[src/rtl/tmw_pkg.sv]
// Package: register map, field layout, reset values and timing constants of the 16-bit window timer
package tmw_pkg;

    // ------------------------------------------------------------------
    // Register byte addresses
    // ------------------------------------------------------------------
    localparam logic [7:0] ADDR_CONTROL  = 8'h00;
    localparam logic [7:0] ADDR_COMPARE  = 8'h04;
    localparam logic [7:0] ADDR_STATUS   = 8'h08;
    localparam logic [7:0] ADDR_MASK     = 8'h0c;
    localparam logic [7:0] ADDR_COUNT    = 8'h10;

    // ------------------------------------------------------------------
    // Control field positions and codes
    // ------------------------------------------------------------------
    localparam int          CTL_MODE_BIT = 1;
    localparam int          CTL_SRC_LSB  = 2;
    localparam int          CTL_RUN_BIT  = 5;
    localparam logic [2:0]  SRC_DIV23    = 3'h0;
    localparam logic [2:0]  SRC_DIV13    = 3'h1;
    localparam logic [2:0]  SRC_DIV8     = 3'h2;
    localparam logic [2:0]  SRC_DIV3     = 3'h3;
    localparam logic [2:0]  SRC_EXTERNAL = 3'h7;

    // Prescaler tap positions: divide by 2^(n) is bit n-1 of a free counter
    localparam int          TAP_DIV23    = 22;
    localparam int          TAP_DIV13    = 12;
    localparam int          TAP_DIV8     = 7;
    localparam int          TAP_DIV3     = 2;
    localparam int          PRESCALE_W   = 23;

    // ------------------------------------------------------------------
    // Reset values and timing
    // ------------------------------------------------------------------
    localparam logic [7:0]  CONTROL_RESET = 8'h00;
    localparam logic [15:0] COUNT_RESET   = 16'h0000;
    localparam logic [0:0]  MASK_RESET    = 1'h0;
    localparam int          MACHINE_CYCLE_NS = 500;
    localparam int          CLK_PERIOD_NS    = 25;
    localparam int          BLANK_CYCLES     = (MACHINE_CYCLE_NS + CLK_PERIOD_NS - 1) / CLK_PERIOD_NS;
    localparam logic [4:0]  BLANK_LOAD       = 5'(BLANK_CYCLES);

    // AXI4-Lite responses
    localparam logic [1:0]  RESP_OKAY   = 2'h0;
    localparam logic [1:0]  RESP_SLVERR = 2'h2;

    // Decoded control fields carried as one unit
    typedef struct packed {
        logic       run;
        logic [2:0] source;
        logic       window;
    } tmw_ctrl_s;

endpackage

[src/rtl/tmw_timer.sv]
// Module: 16-bit timer, event counter and window counter with AXI4-Lite register access
//
// Decided for this implementation: the AXI4-Lite interface to the registers and the address map.
`timescale 1ns/10ps
module tmw_timer (
    input  wire logic        mclk_i,
    input  wire logic        rst_i,
    input  wire logic        event_window_input_i,
    input  wire logic [7:0]  s_axi_awaddr_i,
    input  wire logic        s_axi_awvalid_i,
    output logic             s_axi_awready_o,
    input  wire logic [31:0] s_axi_wdata_i,
    input  wire logic [3:0]  s_axi_wstrb_i,
    input  wire logic        s_axi_wvalid_i,
    output logic             s_axi_wready_o,
    output logic [1:0]       s_axi_bresp_o,
    output logic             s_axi_bvalid_o,
    input  wire logic        s_axi_bready_i,
    input  wire logic [7:0]  s_axi_araddr_i,
    input  wire logic        s_axi_arvalid_i,
    output logic             s_axi_arready_o,
    output logic [31:0]      s_axi_rdata_o,
    output logic [1:0]       s_axi_rresp_o,
    output logic             s_axi_rvalid_o,
    input  wire logic        s_axi_rready_i,
    output logic             compare_match_irq_o
);

    // ------------------------------------------------------------------
    // State
    // ------------------------------------------------------------------
    logic [7:0]                      timer2_control;
    logic [15:0]                     compare_value;
    logic [15:0]                     count;
    logic [tmw_pkg::PRESCALE_W-1:0]  prescale;
    logic                            tick_prev;
    logic [1:0]                      pin_sync;
    logic                            low_pending;
    logic [4:0]                      blank_count;
    logic                            match_status;
    logic                            match_mask;
    logic                            aw_held;
    logic                            w_held;
    logic [7:0]                      aw_addr;
    logic [31:0]                     w_data;
    logic [3:0]                      w_strb;
    tmw_pkg::tmw_ctrl_s              ctrl;

    // Combinational helpers, one per named decode
    logic                            pin_level;
    logic                            tap_level;
    logic                            source_level;
    logic                            source_rise;
    logic [15:0]                     count_plus;
    logic                            compare_armed;
    logic                            match_hit;
    logic                            aw_take;
    logic                            w_take;
    logic                            ar_take;
    logic                            do_write;
    logic                            wr_control;
    logic                            wr_compare;
    logic                            wr_status;
    logic                            wr_mask;
    logic                            wr_known;
    logic                            low_write;
    logic                            high_write;
    logic                            status_clear;
    logic                            next_status;
    logic                            next_mask;
    logic                            next_aw_held;
    logic                            next_w_held;
    logic                            next_bvalid;
    logic                            next_rvalid;
    logic [31:0]                     read_word;
    logic                            read_known;
    logic [tmw_pkg::PRESCALE_W-1:0]  next_prescale;

    // ------------------------------------------------------------------
    // Control fields
    // ------------------------------------------------------------------
    // Fields decoded once and carried together
    assign ctrl.run    = timer2_control[tmw_pkg::CTL_RUN_BIT];
    assign ctrl.source = timer2_control[tmw_pkg::CTL_SRC_LSB +: 3];
    assign ctrl.window = timer2_control[tmw_pkg::CTL_MODE_BIT];

    // ------------------------------------------------------------------
    // Prescaler
    // ------------------------------------------------------------------
    // Free-running so a source change never restarts the division
    assign next_prescale = prescale + {{(tmw_pkg::PRESCALE_W-1){1'b0}}, 1'b1};
    always_ff @(posedge mclk_i) begin
        if (rst_i) begin
            prescale <= {tmw_pkg::PRESCALE_W{1'b0}};
        end else begin
            prescale <= next_prescale;
        end
    end

    // ------------------------------------------------------------------
    // Pin synchroniser
    // ------------------------------------------------------------------
    // Two stages against metastability; only the second stage is read
    always_ff @(posedge mclk_i) begin
        if (rst_i) begin
            pin_sync <= 2'h0;
        end else begin
            pin_sync <= {pin_sync[0], event_window_input_i};
        end
    end
    assign pin_level = pin_sync[1];

    // ------------------------------------------------------------------
    // Count source
    // ------------------------------------------------------------------
    // Reserved codes give a flat level, so nothing counts
    assign tap_level = (ctrl.source == tmw_pkg::SRC_DIV23)    ? prescale[tmw_pkg::TAP_DIV23] :
                       (ctrl.source == tmw_pkg::SRC_DIV13)    ? prescale[tmw_pkg::TAP_DIV13] :
                       (ctrl.source == tmw_pkg::SRC_DIV8)     ? prescale[tmw_pkg::TAP_DIV8]  :
                       (ctrl.source == tmw_pkg::SRC_DIV3)     ? prescale[tmw_pkg::TAP_DIV3]  :
                       (ctrl.source == tmw_pkg::SRC_EXTERNAL) ? pin_level : 1'b0;
    // Window mode gates the selected clock with the pin level
    assign source_level = ctrl.window ? (pin_level & tap_level) : tap_level;
    // Rising edge; previous level resets low like the idle pin
    assign source_rise = source_level & ~tick_prev;
    always_ff @(posedge mclk_i) begin
        if (rst_i) begin
            tick_prev <= 1'b0;
        end else begin
            tick_prev <= source_level;
        end
    end

    // ------------------------------------------------------------------
    // Compare match
    // ------------------------------------------------------------------
    // Match is judged on the increment, so a zero compare fires only when the count wraps from 16'hFFFF
    assign count_plus    = count + 16'h0001;
    assign compare_armed = ~low_pending & (blank_count == 5'h00);
    assign match_hit     = ctrl.run & source_rise & compare_armed & (count_plus == compare_value);

    // Stop clears; a match clears and counting resumes on its own
    always_ff @(posedge mclk_i) begin
        if (rst_i) begin
            count <= tmw_pkg::COUNT_RESET;
        end else if (!ctrl.run) begin
            count <= tmw_pkg::COUNT_RESET;
        end else if (match_hit) begin
            count <= tmw_pkg::COUNT_RESET;
        end else if (source_rise) begin
            count <= count_plus;
        end
    end

    // ------------------------------------------------------------------
    // Register writes
    // ------------------------------------------------------------------
    // Address decode of the held write
    assign wr_control = (aw_addr == tmw_pkg::ADDR_CONTROL);
    assign wr_compare = (aw_addr == tmw_pkg::ADDR_COMPARE);
    assign wr_status  = (aw_addr == tmw_pkg::ADDR_STATUS);
    assign wr_mask    = (aw_addr == tmw_pkg::ADDR_MASK);
    assign wr_known   = wr_control | wr_compare | wr_status | wr_mask;
    assign low_write  = do_write & wr_compare & w_strb[0];
    assign high_write = do_write & wr_compare & w_strb[1];

    // Control register
    always_ff @(posedge mclk_i) begin
        if (rst_i) begin
            timer2_control <= tmw_pkg::CONTROL_RESET;
        end else if (do_write && wr_control && w_strb[0]) begin
            timer2_control <= w_data[7:0];
        end
    end

    // Compare register has no reset branch so it survives a reset
    always_ff @(posedge mclk_i) begin
        if (low_write) begin
            compare_value[7:0] <= w_data[7:0];
        end
        if (high_write) begin
            compare_value[15:8] <= w_data[15:8];
        end
    end

    // Low byte alone leaves the compare half-written; high byte completes it
    always_ff @(posedge mclk_i) begin
        if (rst_i) begin
            low_pending <= 1'b0;
        end else if (high_write) begin
            low_pending <= 1'b0;
        end else if (low_write) begin
            low_pending <= 1'b1;
        end
    end

    // One machine cycle of blanking after the high byte lands
    always_ff @(posedge mclk_i) begin
        if (rst_i) begin
            blank_count <= 5'h00;
        end else if (high_write) begin
            blank_count <= tmw_pkg::BLANK_LOAD;
        end else if (blank_count != 5'h00) begin
            blank_count <= blank_count - 5'h01;
        end
    end

    // ------------------------------------------------------------------
    // Status, mask and interrupt
    // ------------------------------------------------------------------
    // A match in the cycle of a clear wins, so no event is lost
    assign status_clear = do_write & wr_status & w_strb[0] & w_data[0];
    assign next_status  = match_hit | (match_status & ~status_clear);
    assign next_mask    = (do_write & wr_mask & w_strb[0]) ? w_data[0] : match_mask;

    always_ff @(posedge mclk_i) begin
        if (rst_i) begin
            match_status        <= 1'b0;
            match_mask          <= tmw_pkg::MASK_RESET;
            compare_match_irq_o <= 1'b0;
        end else begin
            match_status        <= next_status;
            match_mask          <= next_mask;
            compare_match_irq_o <= next_status & next_mask;
        end
    end

    // ------------------------------------------------------------------
    // Register bus, write side
    // ------------------------------------------------------------------
    // Address and data are taken in any order; the write happens once both are held
    assign aw_take      = s_axi_awvalid_i & s_axi_awready_o;
    assign w_take       = s_axi_wvalid_i & s_axi_wready_o;
    assign ar_take      = s_axi_arvalid_i & s_axi_arready_o;
    assign do_write     = aw_held & w_held;
    assign next_aw_held = do_write ? 1'b0 : (aw_held | aw_take);
    assign next_w_held  = do_write ? 1'b0 : (w_held | w_take);
    assign next_bvalid  = do_write | (s_axi_bvalid_o & ~s_axi_bready_i);
    assign next_rvalid  = ar_take | (s_axi_rvalid_o & ~s_axi_rready_i);

    // Payload capture needs no reset; it is only used while held
    always_ff @(posedge mclk_i) begin
        if (aw_take) begin
            aw_addr <= s_axi_awaddr_i;
        end
        if (w_take) begin
            w_data <= s_axi_wdata_i;
            w_strb <= s_axi_wstrb_i;
        end
    end

    // Readies come from flops, so a new request waits one cycle after a response
    always_ff @(posedge mclk_i) begin
        if (rst_i) begin
            aw_held         <= 1'b0;
            w_held          <= 1'b0;
            s_axi_bvalid_o  <= 1'b0;
            s_axi_awready_o <= 1'b0;
            s_axi_wready_o  <= 1'b0;
            s_axi_bresp_o   <= tmw_pkg::RESP_OKAY;
        end else begin
            aw_held         <= next_aw_held;
            w_held          <= next_w_held;
            s_axi_bvalid_o  <= next_bvalid;
            s_axi_awready_o <= ~next_aw_held & ~next_bvalid;
            s_axi_wready_o  <= ~next_w_held & ~next_bvalid;
            if (do_write) begin
                s_axi_bresp_o <= wr_known ? tmw_pkg::RESP_OKAY : tmw_pkg::RESP_SLVERR;
            end
        end
    end

    // ------------------------------------------------------------------
    // Register bus, read side
    // ------------------------------------------------------------------
    // Control and compare are write-only and read back as zero
    always_comb begin
        read_word  = 32'h0000_0000;
        read_known = 1'b1;
        if (s_axi_araddr_i == tmw_pkg::ADDR_STATUS) begin
            read_word = {31'h0000_0000, match_status};
        end else if (s_axi_araddr_i == tmw_pkg::ADDR_MASK) begin
            read_word = {31'h0000_0000, match_mask};
        end else if (s_axi_araddr_i == tmw_pkg::ADDR_COUNT) begin
            read_word = {16'h0000, count};
        end else if (s_axi_araddr_i == tmw_pkg::ADDR_CONTROL || s_axi_araddr_i == tmw_pkg::ADDR_COMPARE) begin
            read_word = 32'h0000_0000;
        end else begin
            read_known = 1'b0;
        end
    end

    // Read answer one cycle after the address is taken
    always_ff @(posedge mclk_i) begin
        if (rst_i) begin
            s_axi_rvalid_o  <= 1'b0;
            s_axi_arready_o <= 1'b0;
            s_axi_rdata_o   <= 32'h0000_0000;
            s_axi_rresp_o   <= tmw_pkg::RESP_OKAY;
        end else begin
            s_axi_rvalid_o  <= next_rvalid;
            s_axi_arready_o <= ~next_rvalid;
            if (ar_take) begin
                s_axi_rdata_o <= read_word;
                s_axi_rresp_o <= read_known ? tmw_pkg::RESP_OKAY : tmw_pkg::RESP_SLVERR;
            end
        end
    end

endmodule

[config.mk]
export PLATFORM = sky130hd
export DESIGN_NAME = tmw_timer
export DESIGN_NICKNAME = d
export VERILOG_FILES = /design/src/rtl/tmw_pkg.sv /design/src/rtl/tmw_timer.sv
export SDC_FILE = /design/constraint.sdc
export NUM_CORES = 1
export LEC_CHECK = 0
export BUFFER_PORTS_ARGS = -buffer_cell sky130_fd_sc_hd__buf_2
export CAP_MARGIN = 10
export CELL_PAD_IN_SITES_DETAIL_PLACEMENT = 1
export CELL_PAD_IN_SITES_GLOBAL_PLACEMENT = 1
export CORE_MARGIN = 1.5
export CORE_UTILIZATION = 39
export DETAILED_ROUTE_END_ITERATION = 12
export MAX_ROUTING_LAYER = met4
export PLACE_DENSITY_LB_ADDON = 0.1
export SKIP_CTS_REPAIR_TIMING = 1
export SLEW_MARGIN = 20
export SYNTH_ARGS = -nofsm -noshare
export SYNTH_HDL_FRONTEND = slang
export SYNTH_SLANG_ARGS = --single-unit
[constraint.sdc]
create_clock -name mclk_i -period 3.36 [get_ports mclk_i]
set_clock_uncertainty 0.15 [all_clocks]
set_input_delay 0.168 -clock mclk_i [delete_from_list [all_inputs] [get_ports mclk_i]]
set_output_delay 0.168 -clock mclk_i [all_outputs]
set_load 0.005 [all_outputs]
==> metrics.cfg <==
[route]
post-route-drc-count = 0
totalWireLength_um = 11600
vias = 3841
first_pass_iters = 5
wl_per_cell_um = 14.9
drtAntennaViolNets = 0
viasPerCell = 4.93
first_iter_violations = 157

[synthesis]
synth_edf_count = 42
synth_area_um2 = 5320
synthTopCellsByArea = dfxtp_1 (30%), edfxtp_1 (24%), xor2_1 (5.1%)
synthCells = 488
postSynthAreaPerCell_um2 = 10.9
synth_top_cell_by_area = dfxtp_1
yosysTopAreaCellShare = 0.305
synthMostInstantiatedCell = dfxtp_1
synth-seq-cells = 123
yosysSeqAreaShare = 0.541
synthArstFlopShare = 0
synth_commonest_cells = dfxtp_1 (81), nor2_1 (61), edfxtp_1 (42), xor2_1 (31), nand2_1 (29)
synth_cell_type_count = 62
yosysWarningCount = 0
synthFlopType = dfxtp_1

[timing]
hold_viol = 0
setup_violations = 0
min_period_ns = 2.86
max_slew_margin = 0.386
slew_viol_final = 0
rsz0062_at_grt = false
fin_crit_sh = 0.851
worst_slew_pin_slew_ns = 0.921
fmax_mhz = 350
fin_setup_tns_ns = 0

[power_and_ir_drop]
power_mw = 3.48
switchingPower_mw = 0.834
p_sw_frac = 0.239
pwr_density_cell_nw_per_um2 = 531
irDropWorstVdd_mv = 0.282
clockPowerShare = 0.450
combPwrFrac = 0.078
leakage_nw = 2.44
p_seq_frac = 0.471
intPower_mw = 2.65

[floorplanning]
die_width_um = 120
core_um2 = 13300
die_height_um = 120
start_util = 0.400
dieArea_um2 = 14400
fp-row-count = 42
ios = 102

[worst_setup_path]
worstPathRequired_ns = 3.47
critPathKind = reg2reg
critPathCaptureType = flip-flop
startpoint = count[1]
critPathMaxFanout = 18
cp-start-kind = flip-flop
crit_arrival_ns = 2.97
r2r-start = count[1]

[finish]
final_cells = 779
fin_area_um2 = 6550
nFillCells = 1459
drive_gt1_frac = 0.209
finalNetCount = 654
n_antenna_cell = 0
area_delta_synth_final_pct = 23.1
final_core_util = 0.493

[cts]
cts_max_level = 4
clockRootBuffer = clkbuf_16
cts_tree = done
cts_made_buffers = 17
clock_latency_ns = 0.42
path_clk_slew_ns = 0.06
ctsLongestPathBuffers = 2
clock_sinks = 123

[global_routing]
grt_max_degree = 50
grt_pass1_wl_um = 18700
antenna_found_initial = 0
grt.total_usage = 0.173
overflow = 0
grt_pass1_vias = 3873

[job]
maxCapViolCount = 0

[place]
place_congestion = 0.767
place_inst = 713
port_buffers = 65
placed_cell_area_um2 = 5700
dp_hpwl_um = 7960

[hold_path]
min_from = s_axi_araddr_i[2]
hold_class = in2reg

[outcome]
status = completed

-- power by group through the flow --
stage          combinational (mW)  clock [mW]  sequential, mW
2_1_floorplan               0.185           0            1.66
6_report                    0.272        1.57            1.64
3_3_place_gp                0.231           0            1.67
4_1_cts                     0.245        1.61            1.64
5_1_grt                     0.315        1.67            1.65
3_5_place_dp                0.240           0            1.67
-- layout make-up --
cell class                 instances  area [um^2]  area share
clock buffer                      18          429      0.0655
tap                              176          220      0.0336
inverter                           8         30.0     0.00458
timing repair buffer             105          711       0.108
multi-input combinational        335         2200       0.335
sequential                       123         2880       0.440
clock inverter                    14         82.6      0.0126
-- path summary, 6_finish.rpt --
check,endpoint,slack [ns],cells past startpoint
worst min register to register,compare_value[14],0.27,0
worst max-delay path,count[2],0.50,8
worst min-delay path,s_axi_rdata_o[0],0.02,3
worst max register to register,count[2],0.50,8
-- critical path, stage by stage, from the launching register on --
cell,delay [ns]
dfxtp_1,0.46
ha_1,0.34
nand3_1,0.20
or3_1,0.41
a22oi_1,0.17
nand4_1,0.22
a2111oi_4,0.32
buf_4,0.33
nor3_1,0.09
-- flip-flops by register name, indices dropped and copies added, names as in the netlist, 2 cells and up --
name and cells:
pin_sync 2, compare_value 16, w_data 16, timer2_control 5
aw_addr 8, w_strb 2, count 16, blank_count 5
s_axi_rdata_o 16, prescale 23
-- cell usage in the layout, fill, tap and decap left out, types with 3 or more instances in the layout --
cell type and instances:
inv_1 8, and3_1 6, dlygate4sd3_1 34, nand2_1 29, mux2i_1 7, buf_2 65
edfxtp_1 42, nand3_1 14, nor3_1 12, o21a_1 3, ha_1 4, nor2b_1 5
a21oi_1 11, xor2_1 31, nand3b_1 3, a22oi_1 16, conb_1 18, o21ai_0 9
xnor2_1 27, or3_1 5, and2_1 3, clkinv_2 4, nand2b_1 3, clkinv_1 4
buf_4 6, nor4_1 6, clkbuf_16 17, nor4b_1 3, and4_1 4, a211oi_1 5
nor3_2 10, dfxtp_1 81, nor2_1 61, clkinvlp_4 4, nand4_1 9
-- cell families after synthesis --
group           count (synthesis)  synth area share
fa+ha+maj                       4           0.00940
buf+inv                        47            0.0576
other cells                     1          0.000704
compound gates                 56            0.0759
mux                             8            0.0153
xor+xnor                       58            0.0954
flops                         123             0.541
simple gates                  191             0.204
-- stage by stage --
stage	setup slack [ns]	hold WS [ns]
after floorplan	0.611	0.117
after global placement	0.582	0.195
after detailed placement	0.500	0.197
after CTS	0.480	-0.249
after global routing	0.375	0.0749
final	0.502	0.0202
-- layer usage --
layer	vias up	GRT usage	share of wire
met2	103	0.261	0.46
met4	0	0.0871	0.019
met1	1822	0.213	0.48
met5	-	-	0
met3	19	0.0471	0.042
li1	1897	-	-
Power figures use the tool's default switching activity.
